<file path="src/tio_defines.svh">
// Offsets, field positions and reset values of the channel 0 I/O control
`ifndef TIO_DEFINES_SVH
`define TIO_DEFINES_SVH
`define IO_CTRL_HIGH_ADDR 4'h0
`define IO_CTRL_LOW_ADDR 4'h1
`define IO_FIELD_LSB 0
`define IO_FIELD_MSB 3
`define IO_CTRL_RESET 8'h00
`define IO_SEL_BIT2 2
`endif

</file>
<file path="src/tio_pkg.sv">
// Types for the channel 0 I/O mode selection
`default_nettype none
package tio_pkg;
  typedef enum logic [1:0] {
    act_none,
    act_low,
    act_high,
    act_toggle
  } cmp_action_t;
  typedef struct packed {
    logic [7:0] ctrl_high;
    logic [7:0] ctrl_low;
    logic pin_a;
    logic pin_c;
    logic pin_a_en;
    logic pin_c_en;
    logic pin_a_prev;
    logic pin_c_prev;
    logic cap_a;
    logic cap_c;
    logic [7:0] rdata;
  } tio_state_t;
endpackage
`default_nettype wire

</file>
<file path="src/timer_ch0_io_mode_select.sv">
// Channel 0 pin I/O mode selection for general registers A and C
//
// Decided for this implementation: the address map and the strobed register port.
`include "tio_defines.svh"
`default_nettype none
module timer_ch0_io_mode_select
  import tio_pkg::*;
(
  input wire logic clk, // 25 MHz timer clock
  input wire logic reset, // Async, active high
  input wire logic [3:0] addr, // Register address
  input wire logic [7:0] wdata, // Write data
  input wire logic wr, // Write strobe
  input wire logic rd, // Read strobe
  output logic [7:0] rdata, // Read data, cycle after rd
  input wire logic buffer_mode_a_pair, // Register C is buffer
  input wire logic match_a, // Compare match A strobe
  input wire logic match_c, // Compare match C strobe
  input wire logic ch0_pin_a_in, // Pin A input level
  input wire logic ch0_pin_c_in, // Pin C input level
  output logic ch0_pin_a_out, // Pin A output level
  output logic ch0_pin_a_oe, // Pin A output enable
  output logic ch0_pin_c_out, // Pin C output level
  output logic ch0_pin_c_oe, // Pin C output enable
  output logic capture_a, // Capture counter into reg A
  output logic capture_c, // Capture counter into reg C
  output logic compare_a_en, // Reg A acts as compare
  output logic compare_c_en // Reg C acts as compare
);

  tio_state_t st;
  tio_state_t next_st;

  function automatic cmp_action_t action_of(input logic [3:0] f);
    if (f[3]) begin
      action_of = act_none;
    end else begin
      case (f[1:0])
        2'h1: action_of = act_low;
        2'h2: action_of = act_high;
        2'h3: action_of = act_toggle;
        default: action_of = act_none;
      endcase
    end
  endfunction

  function automatic logic cap_hit(input logic [3:0] f, input logic prev,
                                   input logic cur);
    cap_hit = 1'b0;
    if (f[3:2] == 2'h2) begin
      case (f[1:0])
        2'h0: cap_hit = !prev && cur;
        2'h1: cap_hit = prev && !cur;
        default: cap_hit = prev != cur;
      endcase
    end
  endfunction

  function automatic logic pin_next(input cmp_action_t a, input logic cur);
    case (a)
      act_low: pin_next = 1'b0;
      act_high: pin_next = 1'b1;
      act_toggle: pin_next = !cur;
      default: pin_next = cur;
    endcase
  endfunction

  logic [3:0] fa;
  logic [3:0] fc;
  logic c_live;
  assign fa = st.ctrl_high[`IO_FIELD_MSB:`IO_FIELD_LSB];
  assign fc = st.ctrl_low[`IO_FIELD_MSB:`IO_FIELD_LSB];
  assign c_live = !buffer_mode_a_pair;

  always_comb begin
    next_st = st;
    next_st.pin_a_prev = ch0_pin_a_in;
    next_st.pin_c_prev = ch0_pin_c_in;
    next_st.cap_a = cap_hit(fa, st.pin_a_prev, ch0_pin_a_in);
    next_st.cap_c = c_live && cap_hit(fc, st.pin_c_prev, ch0_pin_c_in);
    next_st.rdata = 8'h00;
    if (rd && addr == `IO_CTRL_HIGH_ADDR) begin
      next_st.rdata = st.ctrl_high;
    end else if (rd && addr == `IO_CTRL_LOW_ADDR) begin
      next_st.rdata = st.ctrl_low;
    end
    // Compare actions use the field in force before any write.
    // A match on a capture or disabled code leaves the level alone.
    if (match_a) begin
      next_st.pin_a = pin_next(action_of(fa), st.pin_a);
    end
    if (match_c && c_live) begin
      next_st.pin_c = pin_next(action_of(fc), st.pin_c);
    end
    next_st.pin_a_en = !fa[3] && fa[1:0] != 2'h0;
    next_st.pin_c_en = c_live && !fc[3] && fc[1:0] != 2'h0;
    // A write reloads the initial level from bit 2.
    // Placed last so a write in the same cycle as a match wins.
    if (wr && addr == `IO_CTRL_HIGH_ADDR) begin
      next_st.ctrl_high = {4'h0, wdata[3:0]};
      next_st.pin_a = wdata[`IO_SEL_BIT2];
    end
    if (wr && addr == `IO_CTRL_LOW_ADDR) begin
      next_st.ctrl_low = {4'h0, wdata[3:0]};
      next_st.pin_c = wdata[`IO_SEL_BIT2];
    end
  end

  always_ff @(posedge clk or posedge reset) begin
    if (reset) begin
      st <= '0;
    end else begin
      st <= next_st;
    end
  end

  assign rdata = st.rdata;
  assign ch0_pin_a_out = st.pin_a;
  assign ch0_pin_c_out = st.pin_c;
  assign ch0_pin_a_oe = st.pin_a_en;
  assign ch0_pin_c_oe = st.pin_c_en;
  assign capture_a = st.cap_a;
  assign capture_c = st.cap_c;
  assign compare_a_en = !fa[3] && fa[1:0] != 2'h0;
  assign compare_c_en = c_live && !fc[3] && fc[1:0] != 2'h0;

  low_match_a: assert property (@(posedge clk) disable iff (reset)
    match_a && !fa[3] && fa[1:0] == 2'h1 && !wr |=> !ch0_pin_a_out)
    else $error("pin A not low after match");
  high_match_a: assert property (@(posedge clk) disable iff (reset)
    match_a && !fa[3] && fa[1:0] == 2'h2 && !wr |=> ch0_pin_a_out)
    else $error("pin A not high after match");
  toggle_match_c: assert property (@(posedge clk) disable iff (reset)
    match_c && c_live && !fc[3] && fc[1:0] == 2'h3 && !wr
    |=> ch0_pin_c_out != $past(ch0_pin_c_out))
    else $error("pin C did not toggle");
  rise_cap_a: assert property (@(posedge clk) disable iff (reset)
    fa == 4'h8 && !st.pin_a_prev && ch0_pin_a_in |=> capture_a)
    else $error("rising capture missed");
  fall_cap_a: assert property (@(posedge clk) disable iff (reset)
    fa == 4'h9 && st.pin_a_prev && !ch0_pin_a_in |=> capture_a)
    else $error("falling capture missed");
  both_cap_c: assert property (@(posedge clk) disable iff (reset)
    fc[3:2] == 2'h2 && fc[1] && c_live &&
    st.pin_c_prev != ch0_pin_c_in |=> capture_c)
    else $error("both-edge capture missed");
  buffer_quiet_c: assert property (@(posedge clk) disable iff (reset)
    buffer_mode_a_pair [*2] |-> !capture_c && !compare_c_en)
    else $error("register C active in buffer mode");
  disabled_out_a: assert property (@(posedge clk) disable iff (reset)
    ##1 $past(fa[1:0]) == 2'h0 |-> !ch0_pin_a_oe)
    else $error("pin A driven while disabled");

  // Compare actions on the other register of each pair
  low_match_c_a: assert property (@(posedge clk) disable iff (reset)
    match_c && c_live && !fc[3] && fc[1:0] == 2'h1 && !wr
    |=> !ch0_pin_c_out)
    else $error("pin C not low after match");

  high_match_c_a: assert property (@(posedge clk) disable iff (reset)
    match_c && c_live && !fc[3] && fc[1:0] == 2'h2 && !wr
    |=> ch0_pin_c_out)
    else $error("pin C not high after match");

  toggle_match_a_a: assert property (@(posedge clk) disable iff (reset)
    match_a && !fa[3] && fa[1:0] == 2'h3 && !wr
    |=> ch0_pin_a_out != $past(ch0_pin_a_out))
    else $error("pin A did not toggle");

  // Initial level comes from bit 2 of the written field
  init_level_a_a: assert property (@(posedge clk) disable iff (reset)
    wr && addr == `IO_CTRL_HIGH_ADDR
    |=> ch0_pin_a_out == $past(wdata[`IO_SEL_BIT2]))
    else $error("pin A initial level wrong");

  init_level_c_a: assert property (@(posedge clk) disable iff (reset)
    wr && addr == `IO_CTRL_LOW_ADDR
    |=> ch0_pin_c_out == $past(wdata[`IO_SEL_BIT2]))
    else $error("pin C initial level wrong");

  // Levels only move on a match or a write
  hold_pin_a_a: assert property (@(posedge clk) disable iff (reset)
    !match_a && !(wr && addr == `IO_CTRL_HIGH_ADDR)
    |=> $stable(ch0_pin_a_out))
    else $error("pin A moved without cause");

  hold_pin_c_a: assert property (@(posedge clk) disable iff (reset)
    !(match_c && c_live) && !(wr && addr == `IO_CTRL_LOW_ADDR)
    |=> $stable(ch0_pin_c_out))
    else $error("pin C moved without cause");

  // Capture edges for both registers
  rise_cap_c_a: assert property (@(posedge clk) disable iff (reset)
    c_live && fc == 4'h8 && !st.pin_c_prev && ch0_pin_c_in |=> capture_c)
    else $error("rising capture C missed");

  fall_cap_c_a: assert property (@(posedge clk) disable iff (reset)
    c_live && fc == 4'h9 && st.pin_c_prev && !ch0_pin_c_in |=> capture_c)
    else $error("falling capture C missed");

  both_cap_a_a: assert property (@(posedge clk) disable iff (reset)
    fa[3:2] == 2'h2 && fa[1] && st.pin_a_prev != ch0_pin_a_in
    |=> capture_a)
    else $error("both-edge capture A missed");

  rise_only_a_a: assert property (@(posedge clk) disable iff (reset)
    fa == 4'h8 && !(!st.pin_a_prev && ch0_pin_a_in) |=> !capture_a)
    else $error("capture A on a non-rising edge");

  fall_only_a_a: assert property (@(posedge clk) disable iff (reset)
    fa == 4'h9 && !(st.pin_a_prev && !ch0_pin_a_in) |=> !capture_a)
    else $error("capture A on a non-falling edge");

  no_cap_a_a: assert property (@(posedge clk) disable iff (reset)
    fa[3:2] != 2'h2 |=> !capture_a)
    else $error("capture A outside capture codes");

  no_cap_c_a: assert property (@(posedge clk) disable iff (reset)
    fc[3:2] != 2'h2 |=> !capture_c)
    else $error("capture C outside capture codes");

  // Output enables trail the compare enables by one cycle
  oe_follow_a_a: assert property (@(posedge clk) disable iff (reset)
    1'b1 |=> ch0_pin_a_oe == $past(compare_a_en))
    else $error("pin A enable does not follow field");

  oe_follow_c_a: assert property (@(posedge clk) disable iff (reset)
    1'b1 |=> ch0_pin_c_oe == $past(compare_c_en))
    else $error("pin C enable does not follow field");

  buffer_oe_c_a: assert property (@(posedge clk) disable iff (reset)
    buffer_mode_a_pair [*2] |-> !ch0_pin_c_oe)
    else $error("pin C driven in buffer mode");

  prohibited_a_a: assert property (@(posedge clk) disable iff (reset)
    fa[3:2] == 2'h3 |-> !compare_a_en && !ch0_pin_a_oe ##1 !capture_a)
    else $error("prohibited code A active");

  // Register access: only the low nibble is kept
  read_high_a: assert property (@(posedge clk) disable iff (reset)
    rd && addr == `IO_CTRL_HIGH_ADDR |=> rdata == {4'h0, $past(fa)})
    else $error("read of field A wrong");

  read_low_a: assert property (@(posedge clk) disable iff (reset)
    rd && addr == `IO_CTRL_LOW_ADDR |=> rdata == {4'h0, $past(fc)})
    else $error("read of field C wrong");

  read_idle_a: assert property (@(posedge clk) disable iff (reset)
    !rd |=> rdata == 8'h00)
    else $error("read data not zero when idle");

  upper_zero_a: assert property (@(posedge clk) disable iff (reset)
    st.ctrl_high[7:4] == 4'h0 && st.ctrl_low[7:4] == 4'h0)
    else $error("upper field bits not zero");

  field_write_a_a: assert property (@(posedge clk) disable iff (reset)
    wr && addr == `IO_CTRL_HIGH_ADDR |=> fa == $past(wdata[3:0]))
    else $error("field A write lost");

  field_write_c_a: assert property (@(posedge clk) disable iff (reset)
    wr && addr == `IO_CTRL_LOW_ADDR |=> fc == $past(wdata[3:0]))
    else $error("field C write lost");

  // Unmapped addresses must not disturb either field
  unmapped_wr_a: assert property (@(posedge clk) disable iff (reset)
    wr && addr != `IO_CTRL_HIGH_ADDR && addr != `IO_CTRL_LOW_ADDR
    |=> $stable(fa) && $stable(fc))
    else $error("unmapped write changed a field");

endmodule // timer_ch0_io_mode_select
`default_nettype wire

</file>
<file path="config.mk">
export PLATFORM = sky130hd
export DESIGN_NAME = timer_ch0_io_mode_select
export DESIGN_NICKNAME = d
export VERILOG_FILES = /design/src/tio_pkg.sv /design/src/timer_ch0_io_mode_select.sv
export VERILOG_INCLUDE_DIRS = /design/src
export SDC_FILE = /design/constraint.sdc
export NUM_CORES = 1
export LEC_CHECK = 0
export ABC_AREA = 1
export BUFFER_PORTS_ARGS = -buffer_cell sky130_fd_sc_hd__buf_4
export CAP_MARGIN = 15
export CORE_MARGIN = 1
export CORE_UTILIZATION = 30
export CTS_BUF_LIST = sky130_fd_sc_hd__clkbuf_8
export CTS_CLUSTER_SIZE = 14
export DETAILED_ROUTE_END_ITERATION = 6
export GPL_TIMING_DRIVEN = 0
export PLACE_DENSITY_LB_ADDON = 0.15
export SKIP_LAST_GASP = 1
export SLEW_MARGIN = 20
export SYNTH_ARGS = -nofsm -noshare
export SYNTH_HDL_FRONTEND = slang
export SYNTH_SLANG_ARGS = --single-unit
</file>
<file path="constraint.sdc">
create_clock -name clk -period 1.5 [get_ports clk]
set_input_delay 0.3 -clock clk [delete_from_list [all_inputs] [get_ports clk]]
set_output_delay 0.3 -clock clk [all_outputs]
set_load 0.01 [all_outputs]
</file>
After elaboration in Yosys (flattened, before gate mapping)
Cells that the tools add are included.
- input port bits: 21
- register bits: 24
- logic and storage cells: 79
- output and inout port bits: 16
- reductions and logical operators: 33
- equality and inequality tests: 17
- multiplexer cells: 18
- operators with widths (operator ; count):
    $eq A2 B2 Y1 const B ; 10
    $logic_and A1 B1 Y1 ; 13
    $pmux W2 S3 ; 2
    $logic_not A1 Y1 ; 9
    $eq A2 B1 Y1 const B ; 4
    $mux W2 ; 4
    $mux W4 ; 2
    $reduce_bool A2 Y1 ; 4
    $reduce_bool A4 Y1 ; 2
    $mux W1 ; 6
    $pmux W1 S3 ; 2
    $eq A4 B1 Y1 const B ; 1
    $logic_not A2 Y1 ; 2
    $logic_not A4 Y1 ; 1
    $pmux W1 S2 ; 2
    $reduce_and A2 Y1 ; 2
    $ne A1 B1 Y1 ; 2

Logic depth before layout (Yosys ltp)
- word-level depth: 8
- depth in mapped cells: 6

Worst setup path after synthesis
OpenSTA, ideal clock, no wires.
- kind: register to output
- start point: register st, in the netlist fc[1]
- end point: output compare_c_en
- data arrival time: 0.648 ns
- required time: 1.200 ns
- slack: 0.552 ns
- path buffers: 0
- cell stages (with the launch flop): 5
- cell sequence: dfrtp_1 > inv_1 > nand2_1 > nand2_1 > inv_1
- longest elaborated chain between the ends: 2
- RTL lines (what ; line ; text):
    from (decl) ; timer_ch0_io_mode_select.sv:31 ; tio_state_t st;
    from (signal assigned) ; timer_ch0_io_mode_select.sv:113 ; st <= next_st;
    $reduce_bool A2 Y1 ; timer_ch0_io_mode_select.sv:125 ; assign compare_c_en = c_live && !fc[3] && fc[1:0] != 2'h0;
    $logic_and A1 B1 Y1 ; timer_ch0_io_mode_select.sv:125 ;
    to (decl) ; timer_ch0_io_mode_select.sv:28 ; output logic compare_c_en
Every way passes these cells.

Worst setup path after layout
- start point: register st, in the netlist fa[1]
- end point: output compare_a_en
- longest elaborated chain between the ends: 2
- RTL lines (what ; line ; text):
    $reduce_bool A2 Y1 ; timer_ch0_io_mode_select.sv:124 ; assign compare_a_en = !fa[3] && fa[1:0] != 2'h0;
    $logic_and A1 B1 Y1 ; timer_ch0_io_mode_select.sv:124 ;
    to (decl) ; timer_ch0_io_mode_select.sv:27 ; output logic compare_a_en,
Every way passes these cells.

==> insert_results.sql <==
INSERT INTO impl_metrics (metric_group, metric, value, unit) VALUES
('run_status', 'status', 'completed', ''),
('global_routing', 'initial_antenna_violation_count', '0', ''),
('routing', 'detail_route.drc_violations', '0', ''),
('floorplanning', 'total_die_area', '0.003519', 'sq mm'),
('floorplanning', 'cell_row_count', '20', ''),
('critical_path', 'critPathCaptureType', 'output port', ''),
('critical_path', 'regToRegStartpoint', 'st[10]', ''),
('timing', 'grt_setup_unrepaired', 'no', ''),
('pwr', 'total_power', '1.595', 'mW'),
('routing', 'detailedRoute.firstIterationViolations', '30', ''),
('yosys', 'synth_largest_type_area_fraction', '50.76', '%'),
('pwr', 'vdd_ir_drop_max', '342.3', 'uV'),
('cts', 'worst_skew_pair.late_latency', '0.26', 'ns'),
('yosys', 'synth_enable_flop_cells', '0', ''),
('cells_and_area', 'num_antenna_cells', '0', ''),
('floorplanning', 'number_of_ports_placed_on_the_die_boundary', '37', ''),
('yosys', 'synth_warnings', '0', ''),
('placement', 'io_buffer_count', '28', ''),
('routing', 'final_antenna_net_count', '0', ''),
('yosys', 'synth-simple-area-share', '21.07', '%'),
('critical_path', 'r2r-end', 'capture_c', ''),
('yosys', 'seq_area_frac_synth', '50.76', '%'),
('yosys', 'synthesized_area_fraction_occupied_by_ao_oa_aoi_and_oai_cells', '8.629', '%'),
('critical_path', 'worst-r2r-cell-count', '4', ''),
('routing', 'viasPerCell', '4.134', ''),
('yosys', 'yosys.area_share.adder', '5.076', '%'),
('cts', 'ctsResizeCount', '0', ''),
('timing', 'timing.final.crit_period', '1.416', 'ns'),
('timing', 'fin_tns_setup', '0', 'ns'),
('floorplanning', 'die_width', '59.33', 'um'),
('placement', 'place_congestion', '0.7445', ''),
('cts', 'cts_htree_levels', '1', ''),
('timing', 'slew_headroom', '50.99', '%'),
('min_path', 'min-delay-path-class', 'in2async', ''),
('pwr', 'p_per_area', '1196', 'mW/mm^2'),
('timing', 'setup-violations-final', '0', ''),
('yosys', 'post_synthesis_xor_xnor_area_fraction', '0', '%'),
('yosys', 'yosysMostFrequentCell', 'sky130_fd_sc_hd__nand2_1', ''),
('yosys', 'synth.largest_area_cell', 'sky130_fd_sc_hd__dfrtp_1', ''),
('pwr', 'power.static_leakage', '0.7365', 'nW'),
('cells_and_area', 'flow.area_growth_from_synthesis', '35.28', '%'),
('critical_path', 'worstPathRequired', '1.20', 'ns'),
('yosys', 'ys_async_sr_fraction', '100.0', '%'),
('yosys', 'synth_top_family_by_area', 'simple AND/OR/NAND/NOR gates', ''),
('timing', 'max_freq', '706.1', 'MHz'),
('yosys', 'synth_top_cells_by_count', '21 x sky130_fd_sc_hd__nand2_1, 20 x sky130_fd_sc_hd__dfrtp_1, 20 x sky130_fd_sc_hd__inv_1', ''),
('global_routing', 'grt_util_all_layers', '13.07', '%'),
('routing', 'detail_route.first_pass.iterations', '4', ''),
('cells_and_area', 'layout-drive-gt1-share', '30.00', '%'),
('cts', 'post_cts_setup_driven_buffer_insertion_count', '0', ''),
('critical_path', 'path_class', 'reg2out', ''),
('yosys', 'post_synth_main_area_contributors', 'sky130_fd_sc_hd__dfrtp_1 51%, sky130_fd_sc_hd__nand2_1 8.0%, sky130_fd_sc_hd__inv_1 7.6%, sky130_fd_sc_hd__o21ai_0 6.6%, sky130_fd_sc_hd__buf_4 6.1%', ''),
('cts', 'clockBufferDepth', '2', ''),
('cts', 'cts-buffers-inserted', '3', ''),
('yosys', 'synth_flop_cell', 'sky130_fd_sc_hd__dfrtp_1', ''),
('critical_path', 'critical_path_peak_fanout', '6', ''),
('global_routing', 'global_route.overflow_total', '0', ''),
('yosys', 'yosys-mux-area-fraction', '0', '%'),
('floorplanning', 'chipHeight', '59.33', 'um'),
('routing', 'dr_total_vias', '802', ''),
('yosys', 'syn_avg_cell_area', '8.573', 'sq um'),
('critical_path', 'startpoint_type', 'flip-flop', ''),
('critical_path', 'reg2reg_slack', '0.47', 'ns'),
('timing', 'skew', '0.009183', 'ns'),
('timing', 'timing.final.crit_share', '94.42', '%'),
('cells_and_area', 'design.final.nets', '176', ''),
('floorplanning', 'start_util', '32.03', '%'),
('routing', 'wl_per_cell', '9.995', 'um'),
('yosys', 'synth_cell_types', '16', ''),
('critical_path', 'worst-endpoint-arrival', '1.12', 'ns'),
('global_routing', 'grt_first_pass_wirelength', '3305', 'um');
==> critical path: stages, from the launching register on <==
cell,delay [ns]
sky130_fd_sc_hd__dfrtp_1,0.46
sky130_fd_sc_hd__nor2_1,0.18
sky130_fd_sc_hd__nor2_2,0.06
sky130_fd_sc_hd__buf_4,0.15
==> layout make-up <==
| type | instances | area [sq um] |
|---|---|---|
| clock buffer | 3 | 41.29 |
| multi-input combinational | 69 | 357.8 |
| fill | 326 | 1744 |
| timing repair buffer | 28 | 210.2 |
| inverter | 21 | 78.83 |
| tap | 44 | 55.05 |
| sequential | 20 | 500.5 |
| buffer | 8 | 60.06 |
| clock inverter | 1 | 30.03 |
==> cell families (layout without fill, tap and decap cells) <==
kind of cell | count (synthesis) | after routing
AND/OR/NAND/NOR | 44 | 44
buffers and inverters | 29 | 61
flip-flops | 20 | 20
AO/OA/AOI/OAI | 17 | 17
adder cells (fa/ha/maj) | 4 | 4
other | 1 | 4
==> worst max path at each step <==
stage	endpoint	cells past startpoint	slack [ns]	startpoint
after floorplan	compare_c_en	4	0.55	fc[1]
after global placement	compare_c_en	5	0.38	fc[1]
after detailed placement	compare_c_en	5	0.36	fc[1]
final	compare_a_en	3	0.08	fa[1]
after global routing	compare_c_en	5	0.002	fc[0]
after CTS	compare_c_en	5	0.08	fc[1]
==> where the power goes <==
| group | internal (mW) | switching (mW) | total (mW) | leakage, nW |
|---|---|---|---|---|
| sequential | 0.626 | 0.0748 | 0.701 | 0.258 |
| clock | 0.356 | 0.188 | 0.544 | 0.0357 |
| combinational | 0.170 | 0.180 | 0.350 | 0.443 |
| total | 1.15 | 0.442 | 1.60 | 0.737 |
==> registers in the layout (all words and copies together), names as in the netlist <==
register	cells
fc	4
rdata	4
ch0_pin_a_oe	1
st	2
ch0_pin_a_out	1
ch0_pin_c_oe	1
fa	4
capture_c	1
capture_a	1
ch0_pin_c_out	1
==> per-stage QoR <==
step / cells / instance area [sq um] / utilization, % / setup slack (ns) / hold slack (ns)
global route: 194 / 1334 / 43.33 / 0.002145 / 0.1457
CTS: 194 / 1334 / 43.33 / 0.07738 / 0.1534
detailed placement: 190 / 1262 / 41.02 / 0.3650 / 0.4322
finish: 194 / 1334 / 43.33 / 0.08372 / 0.1551
floorplan: 118 / 997.2 / - / 0.5515 / 0.2638
global placement: 190 / 1262 / 41.02 / 0.3779 / 0.4276
==> placed cells by master (no fill, tap or decap) <==
master                       n
sky130_fd_sc_hd__buf_4      36
sky130_fd_sc_hd__nand2_1    21
sky130_fd_sc_hd__inv_1      20
sky130_fd_sc_hd__dfrtp_1    20
sky130_fd_sc_hd__o21ai_0    13
sky130_fd_sc_hd__nand3_1     9
sky130_fd_sc_hd__nor2_1      5
sky130_fd_sc_hd__a21oi_1     4
sky130_fd_sc_hd__ha_1        4
sky130_fd_sc_hd__conb_1      4
sky130_fd_sc_hd__nor3_1      3
sky130_fd_sc_hd__clkbuf_8    3
sky130_fd_sc_hd__nand3_2     2
sky130_fd_sc_hd__nor2_2      2
sky130_fd_sc_hd__nor2_4      1
sky130_fd_sc_hd__and3_1      1
sky130_fd_sc_hd__clkinv_1    1
sky130_fd_sc_hd__bufinv_16   1
==> layer usage <==
metal  share of wire, %  up-vias  track usage, %
li1                   -      419               -
met1                 44      356           16.51
met2                 49       23           20.39
met3                3.9        4           1.965
met4                3.0        0           9.184
met5                  0        -               0
Power figures use the tool's default switching activity.
